`src/tmoc_regs.vh`:
```
// Purpose: register map, field positions, reset values and codes of the
//          timer mode and output control slice
// Assumes: byte-wide register port, addresses as printed
// Notes:   definitions only
`ifndef TMOC_REGS_VH
`define TMOC_REGS_VH

`define TMOC_ADDR_W 28
`define TMOC_ADDR_RUN_CTL 28'hfff_f590
`define TMOC_ADDR_MODE_CTL 28'hfff_f591
`define TMOC_ADDR_OUT_CTL 28'hfff_f592

`define TMOC_RUN_CTL_RST 8'h00
`define TMOC_MODE_CTL_RST 8'h00
`define TMOC_OUT_CTL_RST 8'h00

`define TMOC_RUN_EN_BIT 7
`define TMOC_PRESCALE_LSB 0
`define TMOC_PRESCALE_MSB 2

`define TMOC_SLAVE_BIT 7
`define TMOC_SOFT_TRIG_BIT 6
`define TMOC_CLK_SRC_BIT 5
`define TMOC_MODE_LSB 0
`define TMOC_MODE_MSB 2

`define TMOC_OUT_EN0_BIT 0
`define TMOC_OUT_INV0_BIT 1
`define TMOC_OUT_EN1_BIT 2
`define TMOC_OUT_INV1_BIT 3

`define TMOC_MODE_INTERVAL 3'h0
`define TMOC_MODE_EVENT 3'h1
`define TMOC_MODE_EXT_TRIG 3'h2
`define TMOC_MODE_ONE_SHOT 3'h3
`define TMOC_MODE_PWM 3'h4
`define TMOC_MODE_FREE_RUN 3'h5
`define TMOC_MODE_PULSE_MEAS 3'h6
`define TMOC_MODE_PROHIBITED 3'h7

`define TMOC_EDGE_NONE 2'h0
`define TMOC_EDGE_RISE 2'h1
`define TMOC_EDGE_FALL 2'h2
`define TMOC_EDGE_BOTH 2'h3

`define TMOC_START_CYCLES 2

`endif

```
`src/tmoc_top.v`:
```
// Purpose: mode and output control slice of a 16-bit timer channel
// Assumes: counter core, prescaler and edge registers sit outside;
//          they reach this slice through ticks, waveforms and edge selects
// Notes:   all outputs registered; registers clear on any reset
//
// Added by the designer: the strobed register port.
`timescale 1ns/100ps
`include "tmoc_regs.vh"

module tmoc_top #(
  parameter NUM_PINS = 2
) (
  input wire i_mclk,
  input wire i_rst_n,
  input wire [`TMOC_ADDR_W-1:0] i_addr,
  input wire [7:0] i_wdata,
  input wire i_wr,
  input wire i_rd,
  output reg [7:0] o_rdata,
  input wire i_prescale_tick,
  input wire i_master_run,
  input wire i_timer_input_zero,
  input wire [1:0] i_event_edge_sel,
  input wire [1:0] i_trig_edge_sel,
  input wire [NUM_PINS-1:0] i_timer_wave,
  output wire [NUM_PINS-1:0] o_timer_pulse_pin,
  output reg o_channel_rst_n,
  output reg o_clock_run,
  output reg o_count_tick,
  output reg o_trigger,
  output reg [2:0] o_mode,
  output reg o_mode_error,
  output reg [2:0] o_prescale_select,
  output reg o_slave_mode
);

  // reset release
  reg rst_meta_ff;
  reg rst_sync_ff;
  wire rst_n;

  always @(posedge i_mclk or negedge i_rst_n) begin
    if (!i_rst_n) begin
      rst_meta_ff <= 1'b0;
      rst_sync_ff <= 1'b0;
    end else begin
      rst_meta_ff <= 1'b1;
      rst_sync_ff <= rst_meta_ff;
    end
  end

  assign rst_n = rst_sync_ff;

  // pin input synchroniser
  reg pin_meta_ff;
  reg pin_sync_ff;

  always @(posedge i_mclk or negedge rst_n) begin
    if (!rst_n) begin
      pin_meta_ff <= 1'b0;
      pin_sync_ff <= 1'b0;
    end else begin
      pin_meta_ff <= i_timer_input_zero;
      pin_sync_ff <= pin_meta_ff;
    end
  end

  // reset images of the registers
  localparam [7:0] RUN_CTL_RST = `TMOC_RUN_CTL_RST;
  localparam [7:0] MODE_CTL_RST = `TMOC_MODE_CTL_RST;
  localparam [7:0] OUT_CTL_RST = `TMOC_OUT_CTL_RST;

  // registers
  reg run_en_ff;
  reg [2:0] prescale_ff;
  reg slave_ff;
  reg clk_src_ff;
  reg [2:0] mode_ff;
  reg [NUM_PINS-1:0] out_en_ff;
  reg [NUM_PINS-1:0] out_inv_ff;

  wire sel_run;
  wire sel_mode;
  wire sel_out;
  wire wr_run;
  wire wr_mode;
  wire wr_out;

  assign sel_run = (i_addr == `TMOC_ADDR_RUN_CTL);
  assign sel_mode = (i_addr == `TMOC_ADDR_MODE_CTL);
  assign sel_out = (i_addr == `TMOC_ADDR_OUT_CTL);
  assign wr_run = i_wr & sel_run;
  assign wr_mode = i_wr & sel_mode;
  assign wr_out = i_wr & sel_out;

  function is_trig_mode;
    input [2:0] mode;
    begin
      is_trig_mode = (mode == `TMOC_MODE_EXT_TRIG) || (mode == `TMOC_MODE_ONE_SHOT);
    end
  endfunction

  // run enable cannot be raised while slave bit is set
  reg nxt_run_en;

  always @* begin
    nxt_run_en = run_en_ff;
    if (wr_run) begin
      nxt_run_en = i_wdata[`TMOC_RUN_EN_BIT] & ~slave_ff;
    end
  end

  always @(posedge i_mclk or negedge rst_n) begin
    if (!rst_n) begin
      run_en_ff <= RUN_CTL_RST[`TMOC_RUN_EN_BIT];
      prescale_ff <= RUN_CTL_RST[`TMOC_PRESCALE_MSB:`TMOC_PRESCALE_LSB];
    end else begin
      run_en_ff <= nxt_run_en;
      if (wr_run) begin
        prescale_ff <= i_wdata[`TMOC_PRESCALE_MSB:`TMOC_PRESCALE_LSB];
      end
    end
  end

  // mode control; bits 6, 4 and 3 not stored
  always @(posedge i_mclk or negedge rst_n) begin
    if (!rst_n) begin
      slave_ff <= MODE_CTL_RST[`TMOC_SLAVE_BIT];
      clk_src_ff <= MODE_CTL_RST[`TMOC_CLK_SRC_BIT];
      mode_ff <= MODE_CTL_RST[`TMOC_MODE_MSB:`TMOC_MODE_LSB];
    end else if (wr_mode) begin
      slave_ff <= i_wdata[`TMOC_SLAVE_BIT];
      clk_src_ff <= i_wdata[`TMOC_CLK_SRC_BIT];
      mode_ff <= i_wdata[`TMOC_MODE_MSB:`TMOC_MODE_LSB];
    end
  end

  // output control; bits 7 to 4 not stored
  always @(posedge i_mclk or negedge rst_n) begin
    if (!rst_n) begin
      out_en_ff <= {OUT_CTL_RST[`TMOC_OUT_EN1_BIT], OUT_CTL_RST[`TMOC_OUT_EN0_BIT]};
      out_inv_ff <= {OUT_CTL_RST[`TMOC_OUT_INV1_BIT], OUT_CTL_RST[`TMOC_OUT_INV0_BIT]};
    end else if (wr_out) begin
      out_en_ff <= {i_wdata[`TMOC_OUT_EN1_BIT], i_wdata[`TMOC_OUT_EN0_BIT]};
      out_inv_ff <= {i_wdata[`TMOC_OUT_INV1_BIT], i_wdata[`TMOC_OUT_INV0_BIT]};
    end
  end

  // read data, one cycle after the read strobe
  // unused bits tie low; soft trigger bit reads zero
  wire [7:0] run_ctl_rd;
  wire [7:0] mode_ctl_rd;
  wire [7:0] out_ctl_rd;
  reg [7:0] nxt_rdata;

  assign run_ctl_rd = {run_en_ff, 4'h0, prescale_ff};
  assign mode_ctl_rd = {slave_ff, 1'b0, clk_src_ff, 2'h0, mode_ff};
  assign out_ctl_rd = {4'h0, out_inv_ff[1], out_en_ff[1], out_inv_ff[0], out_en_ff[0]};

  always @* begin
    nxt_rdata = 8'h00;
    if (i_rd) begin
      if (sel_run) begin
        nxt_rdata = run_ctl_rd;
      end else if (sel_mode) begin
        nxt_rdata = mode_ctl_rd;
      end else if (sel_out) begin
        nxt_rdata = out_ctl_rd;
      end
    end
  end

  always @(posedge i_mclk or negedge rst_n) begin
    if (!rst_n) begin
      o_rdata <= 8'h00;
    end else begin
      o_rdata <= nxt_rdata;
    end
  end

  // clock start pipeline: clock runs two cycles after run enable rises
  reg [`TMOC_START_CYCLES-2:0] start_pipe_ff;
  reg nxt_clock_run;
  wire [`TMOC_START_CYCLES-1:0] start_shift;

  assign start_shift = {start_pipe_ff, run_en_ff};

  always @* begin
    if (slave_ff) begin
      nxt_clock_run = i_master_run;
    end else begin
      nxt_clock_run = start_pipe_ff[`TMOC_START_CYCLES-2];
    end
    if (!nxt_run_en && !slave_ff) begin
      nxt_clock_run = 1'b0;
    end
  end

  always @(posedge i_mclk or negedge rst_n) begin
    if (!rst_n) begin
      start_pipe_ff <= {(`TMOC_START_CYCLES-1){1'b0}};
      o_clock_run <= 1'b0;
      o_channel_rst_n <= 1'b0;
    end else begin
      if (!nxt_run_en) begin
        start_pipe_ff <= {(`TMOC_START_CYCLES-1){1'b0}};
      end else begin
        start_pipe_ff <= start_shift[`TMOC_START_CYCLES-2:0];
      end
      o_clock_run <= nxt_clock_run;
      o_channel_rst_n <= nxt_run_en | slave_ff;
    end
  end

  // edge detection on input zero
  wire event_edge;
  wire trig_edge;

  tmoc_edge_det u_event_edge (
    .i_mclk(i_mclk),
    .i_rst_n(rst_n),
    .i_level(pin_sync_ff),
    .i_edge_sel(i_event_edge_sel),
    .o_edge(event_edge)
  );

  tmoc_edge_det u_trig_edge (
    .i_mclk(i_mclk),
    .i_rst_n(rst_n),
    .i_level(pin_sync_ff),
    .i_edge_sel(i_trig_edge_sel),
    .o_edge(trig_edge)
  );

  // count source and triggers
  wire use_ext_clock;
  wire count_src;
  wire soft_trig;
  wire hw_trig;

  assign use_ext_clock = clk_src_ff | (mode_ff == `TMOC_MODE_EVENT);
  assign count_src = use_ext_clock ? event_edge : i_prescale_tick;
  // soft trigger acts on the run enable bit, not on the started clock
  assign soft_trig = wr_mode & i_wdata[`TMOC_SOFT_TRIG_BIT] & run_en_ff
    & is_trig_mode(mode_ff);
  // pin trigger waits until the count clock really runs
  assign hw_trig = trig_edge & o_clock_run & is_trig_mode(mode_ff);

  always @(posedge i_mclk or negedge rst_n) begin
    if (!rst_n) begin
      o_count_tick <= 1'b0;
      o_trigger <= 1'b0;
      o_mode <= `TMOC_MODE_INTERVAL;
      o_mode_error <= 1'b0;
      o_prescale_select <= 3'h0;
      o_slave_mode <= 1'b0;
    end else begin
      o_count_tick <= nxt_clock_run & count_src;
      o_trigger <= soft_trig | hw_trig;
      // prohibited mode is kept as written and only flagged
      o_mode <= mode_ff;
      o_mode_error <= (mode_ff == `TMOC_MODE_PROHIBITED);
      o_prescale_select <= prescale_ff;
      o_slave_mode <= slave_ff;
    end
  end

  // output pins
  genvar gi;
  generate
    for (gi = 0; gi < NUM_PINS; gi = gi + 1) begin : g_pin
      tmoc_pin_drive u_pin (
        .i_mclk(i_mclk),
        .i_rst_n(rst_n),
        .i_wave(i_timer_wave[gi]),
        .i_invert(out_inv_ff[gi]),
        .i_enable(out_en_ff[gi]),
        .o_pin(o_timer_pulse_pin[gi])
      );
    end
  endgenerate

endmodule

```
`src/tmoc_edge_det.v`:
```
// Purpose: valid-edge detector on an already synchronised level
// Assumes: i_level is in the i_mclk domain
// Notes:   o_edge is a one-cycle pulse from a flip-flop
`timescale 1ns/100ps
`include "tmoc_regs.vh"

module tmoc_edge_det (
  input wire i_mclk,
  input wire i_rst_n,
  input wire i_level,
  input wire [1:0] i_edge_sel,
  output reg o_edge
);

  reg level_prev_ff;

  function edge_hit;
    input [1:0] sel;
    input cur;
    input prev;
    begin
      case (sel)
        `TMOC_EDGE_RISE: edge_hit = cur & ~prev;
        `TMOC_EDGE_FALL: edge_hit = ~cur & prev;
        `TMOC_EDGE_BOTH: edge_hit = cur ^ prev;
        default: edge_hit = 1'b0;
      endcase
    end
  endfunction

  always @(posedge i_mclk or negedge i_rst_n) begin
    if (!i_rst_n) begin
      level_prev_ff <= 1'b0;
      o_edge <= 1'b0;
    end else begin
      level_prev_ff <= i_level;
      o_edge <= edge_hit(i_edge_sel, i_level, level_prev_ff);
    end
  end

endmodule

```
`src/tmoc_pin_drive.v`:
```
// Purpose: one timer output pin with invert and enable
// Assumes: i_wave comes from the counter core on the same clock
// Notes:   pin is low after reset
`timescale 1ns/100ps

module tmoc_pin_drive (
  input wire i_mclk,
  input wire i_rst_n,
  input wire i_wave,
  input wire i_invert,
  input wire i_enable,
  output reg o_pin
);

  wire nxt_pin;

  // disabled pin rests at its invert level
  assign nxt_pin = i_enable ? (i_wave ^ i_invert) : i_invert;

  always @(posedge i_mclk or negedge i_rst_n) begin
    if (!i_rst_n) begin
      o_pin <= 1'b0;
    end else begin
      o_pin <= nxt_pin;
    end
  end

endmodule

```
`config.mk`:
```
export PLATFORM = sky130hd
export DESIGN_NAME = tmoc_top
export DESIGN_NICKNAME = d
export VERILOG_FILES = /design/src/tmoc_top.v /design/src/tmoc_edge_det.v /design/src/tmoc_pin_drive.v
export VERILOG_INCLUDE_DIRS = /design/src /design/src/src
export SDC_FILE = /design/constraint.sdc
export NUM_CORES = 1
export LEC_CHECK = 0
export ABC_AREA = 1
export BUFFER_PORTS_ARGS = -buffer_cell sky130_fd_sc_hd__buf_2
export CORE_MARGIN = 4
export CORE_UTILIZATION = 44
export DETAILED_ROUTE_END_ITERATION = 16
export PLACE_DENSITY = 0.76
export SETUP_SLACK_MARGIN = 0.02
export SLEW_MARGIN = 10
export SYNTH_ARGS = -nofsm -noshare
export SYNTH_HDL_FRONTEND = slang
export SYNTH_HIERARCHICAL = 1
export SYNTH_SLANG_ARGS = --single-unit
```
`constraint.sdc`:
```
create_clock -name i_mclk -period 1.15 [get_ports i_mclk]
set_input_delay 0.0575 -clock i_mclk [delete_from_list [all_inputs] [get_ports i_mclk]]
set_output_delay 0.0575 -clock i_mclk [all_outputs]
set_load 0.02 [all_outputs]
```
; Word-level counts from Yosys, hierarchy flattened
; Index checks and enable logic that the tools add are counted.
; W data, S select, Z words.
[totals]
regBits = 43
out_inout_bits = 22
word_cells = 77
[classes]
eq_ne = 13
mux = 13
bitwise = 21
n_reduce_logical = 4
[ops]
columns = op, n
row1 = $eq A28 B28 Y1 const B, 3
row2 = $mux W8, 3
row3 = $and A1 B1 Y1, 12
row4 = $eq A2 B2 Y1 const B, 4
row5 = $mux W1, 7
row6 = $eq A3 B2 Y1 const B, 2
row7 = $pmux W1 S3, 2
row8 = $eq A2 B1 Y1 const B, 2
row9 = $mux W4, 1
row10 = $eq A3 B1 Y1 const B, 1
row11 = $eq A3 B3 Y1 const B, 1
row12 = $not A1 Y1, 3
row13 = $or A1 B1 Y1, 3
row14 = $xor A1 B1 Y1, 3
row15 = $logic_not A1 Y1, 2
row16 = $logic_and A1 B1 Y1, 1
row17 = $logic_or A1 B1 Y1, 1

; Longest topological paths before layout
[depth]
depth_word = 7
ltp_mapped = 10
depth_no_buf = 10

; Hierarchy
; Netlist, hierarchy kept.
[modules_own_cells]
columns = mod, n_inst, cells_per_inst, area_per_inst_um2, seq_area_each_um2
row1 = tmoc_top, 1, 173, 1586.5, 900.9
row2 = tmoc_edge_det, 2, 13, 113.9, 50.0
row3 = tmoc_pin_drive, 2, 7, 48.8, 25.0

; Least setup slack after synthesis
; OpenSTA, ideal clock, no wires.
[synth_path]
kind = input to register
startpoint = input i_addr[6]
endpoint = register mode_ff[2]
setup_ns = 0.118
t_arrival_ns = 0.915
t_required_ns = 1.032
setup_slack_ns = 0.117
path_stages = 7
cell_sequence = inv_1 nand4_1 nor3_4 and2_4 nand2_4 nand2_1 o21ai_2
[synth_via]
elab_chain_len = 2
[synth_rtl]
columns = item, line_no
row1 = from (decl), tmoc_top.v:15  ; input wire [`TMOC_ADDR_W-1:0] i_addr,
row2 = $eq A28 B28 Y1 (no source line), --
row3 = $and A1 B1 Y1, tmoc_top.v:93  ; assign wr_mode = i_wr & sel_mode;
row4 = to (signal assigned), tmoc_top.v:130  ; mode_ff <= MODE_CTL_RST[`TMOC_MODE_MSB:`TMOC_MODE_LSB];
row5 = to (signal assigned), tmoc_top.v:134  ; mode_ff <= i_wdata[`TMOC_MODE_MSB:`TMOC_MODE_LSB];
row6 = to (decl), tmoc_top.v:78  ; reg [2:0] mode_ff;
; Every way passes these cells.
; A chain may end at the register's enable or synchronous reset.

; Final worst setup path
[layout_path]
startpoint = register pin_sync_ff
endpoint = register u_trig_edge.o_edge
[layout_via]
elab_chain_len = 3
elab_cells_between_ends = 5
cone_classes = mux: 1 / bitwise: 4
[layout_rtl]
columns = item, line_no
row1 = from (decl), tmoc_top.v:56  ; reg pin_sync_ff;
row2 = from (signal assigned), tmoc_top.v:64  ; pin_sync_ff <= pin_meta_ff;
row3 = $not A1 Y1, tmoc_edge_det.v:24  ; `TMOC_EDGE_FALL: edge_hit = ~cur & prev;
row4 = $and A1 B1 Y1, --
row5 = $pmux W1 S3 *, tmoc_edge_det.v:22  ; case (sel)
row6 = to (signal assigned), tmoc_edge_det.v:37  ; o_edge <= edge_hit(i_edge_sel, i_level, level_prev_ff);
row7 = to (decl), tmoc_edge_det.v:12  ; output reg o_edge
; Every way passes the cells marked *; elsewhere a longest branch is shown, timed or not.

==> reports/results.tsv <==
metric	value	unit
status	completed	
place_congestion	0.796	
synth_area	0.00191	sq mm
worst_skew_pair.late_latency	0.30	ns
cp_max_fo	6	
multi_input_area	699	sq um
wirelength	4.08	mm
clock-root-buffer	clkbuf_8	
syn_to_final_growth	31.9	%
crit_path_start_kind	flop	
synth_warnings	6	
leakagePower	1.49	nW
slew_viol_final	0	
grt_pass1_wl	6.73	mm
tns	0	ns
r2r_start	pin_sync_ff	
final_nets	353	
min_path_type	input port to flop	
register_area	0.00105	sq mm
fillers	363	
path_clk_slew	0.09	ns
ys_ff_latch	42	
drcViolationCount	0	
hold_path_startpoint	i_rd	
fp.dieW	73.9	microns
layout_common_cells	buf_2 (67), nand2_1 (51), dfrtp_1 (40), inv_1 (38), nand3_1 (26)	
vias	1625	
avgSynthCellArea	8.98	sq um
cap_viol_max_count	0	
place_hpwl	3.23	mm
syn_inst	213	
grt-ovfl-total	0	
fmax	969	MHz
power_density	1060	mW/mm^2
io_buffer_count	67	
worstSetupPathType	flop to flop	
core_area	0.00409	sq mm
post-cts-setup-buffers	0	
ys_types	23	
layout_commonest_cell	buf_2	
antenna_left	0	
cts_tree	built	
die-area	0.00546	sq mm
r2r-end	u_trig_edge/o_edge	
grt_antenna_before_repair	0	
start_util	46.8	%
row_count	23	
rsz0062_at_grt	no	
grt_max_degree	41	
r2r_setup_slack	0.12	ns
startpoint	pin_sync_ff	
peakVddDrop	536	uV
clock-sinks	42	
ys_seq_area_share	55.0	%
end_kind	flop	
cp.arrival	1.22	ns
finalSetupViolations	0	
grtUsageTotal	16.1	%
dr.pass1.iters	4	
first_global_vias	1606	
critPathCapture	u_trig_edge/o_edge	
finalHoldViolCount	0	
cts_buffers	5	
period_minus_slack	1.03	ns
reg2regPathDepth	5	
fin_hold_ws	0.0162	ns
io_pins	71	
drt_iter0_markers	85	
worstPathRequired	1.34	ns
diodes	0	
htree_levels	2	
wl_per_cell	11.6	microns
period_share	89.7	%
drive_above_1_share	35.5	%
viasPerCell	4.63	
clock_path_buffers	2	
skew	0.00811	ns
fp.dieH	73.9	microns
per-stage QoR:
stage	setup slack, ns	cells	cell area [sq um]	power (mW)	util, %
after floorplan	0.117	214	1920	1.62	-
after CTS	0.0745	351	2520	2.72	61.7
final	0.118	351	2520	2.68	61.7
after detailed placement	-0.0235	339	2390	1.74	58.4
after global placement	0.0150	339	2390	1.73	58.4
after global routing	0.0278	351	2520	2.83	61.7
cell usage after synthesis, drive strengths merged:
| cell type | count | area, sq um |
|---|---|---|
| nor3 | 3 | 31.3 |
| o21ai | 11 | 70.1 |
| buf | 3 | 22.5 |
| nand4 | 7 | 43.8 |
| nand2 | 55 | 226 |
| conb | 2 | 7.51 |
| nand3 | 29 | 160 |
| a21oi | 2 | 10.0 |
| ha | 4 | 50.1 |
| inv | 38 | 143 |
| a31oi | 1 | 6.26 |
| and2 | 2 | 17.5 |
| nor2 | 14 | 72.6 |
| dfrtp | 42 | 1050 |
final cells by class:
type | instances | area share (%)
Clock inverter | 3 | 0.992
Inverter | 38 | 5.65
Timing Repair Buffer | 82 | 18.7
Multi-Input combinational cell | 131 | 27.7
Sequential cell | 42 | 41.8
Clock buffer | 5 | 2.73
Tap cell | 50 | 2.48
worst max-delay path, stage by stage (launching register included):
cell	delay (ns)
dfrtp_2	0.42
inv_1	0.05
ha_1	0.27
inv_1	0.04
nand3_1	0.06
nand3_1	0.09
power by group:
group	switching (mW)	leakage, nW	total (mW)	internal [mW]
Clock	0.529	0.0447	0.967	0.437
Combinational	0.118	0.875	0.216	0.0975
Sequential	0.00858	0.569	1.50	1.49
Total	0.656	1.49	2.68	2.03
routing by layer:
| metal | track usage [%] | vias up | part of all wire, % |
|---|---|---|---|
| met5 | 0 | - | 0 |
| met4 | 5.03 | 0 | 1.4 |
| met3 | 5.47 | 4 | 8.6 |
| met2 | 27.4 | 50 | 51 |
| met1 | 19.1 | 734 | 39 |
| li1 | - | 837 | - |
kinds of logic (layout without fill, tap and decap cells):
group                      count (synthesis)  in the layout  synth area share, %
DFF                                       42             42                 55.0
and+or+nand+nor                          110            110                 28.9
other                                      2              3                0.393
buffers and inverters                     41            128                 8.64
AOI/OAI and AO/OA                         14             14                 4.52
adders and majority gates                  4              4                 2.62
state kept, by name, indices dropped and copies added (netlist names), 2 cells and up:
register and flops:
g_pin.u_pin/o_pin 2, mode_ff 3, o_mode 3, o_prescale_select 3, o_rdata 6, out_en_ff 2, out_inv_ff 2, prescale_ff 3
worst min-delay path by stage:
stage	slack [ns]	cells past startpoint	to
2_1_floorplan	-0.24	0	rst_meta_ff
5_1_grt	0.01	3	o_rdata[1]
6_report	0.02	3	o_rdata[1]
4_1_cts	0.004	3	o_rdata[1]
3_3_place_gp	-0.16	1	rst_meta_ff
3_5_place_dp	-0.15	1	rst_meta_ff
what timing repair did:
action	4_1_cts	5_1_grt
endpoints found under the hold margin	5	0
hold buffers	4	0
setup endpoints to repair	0	2
resized for setup	0	1
Note: power is estimated with default switching activity, not from simulation.
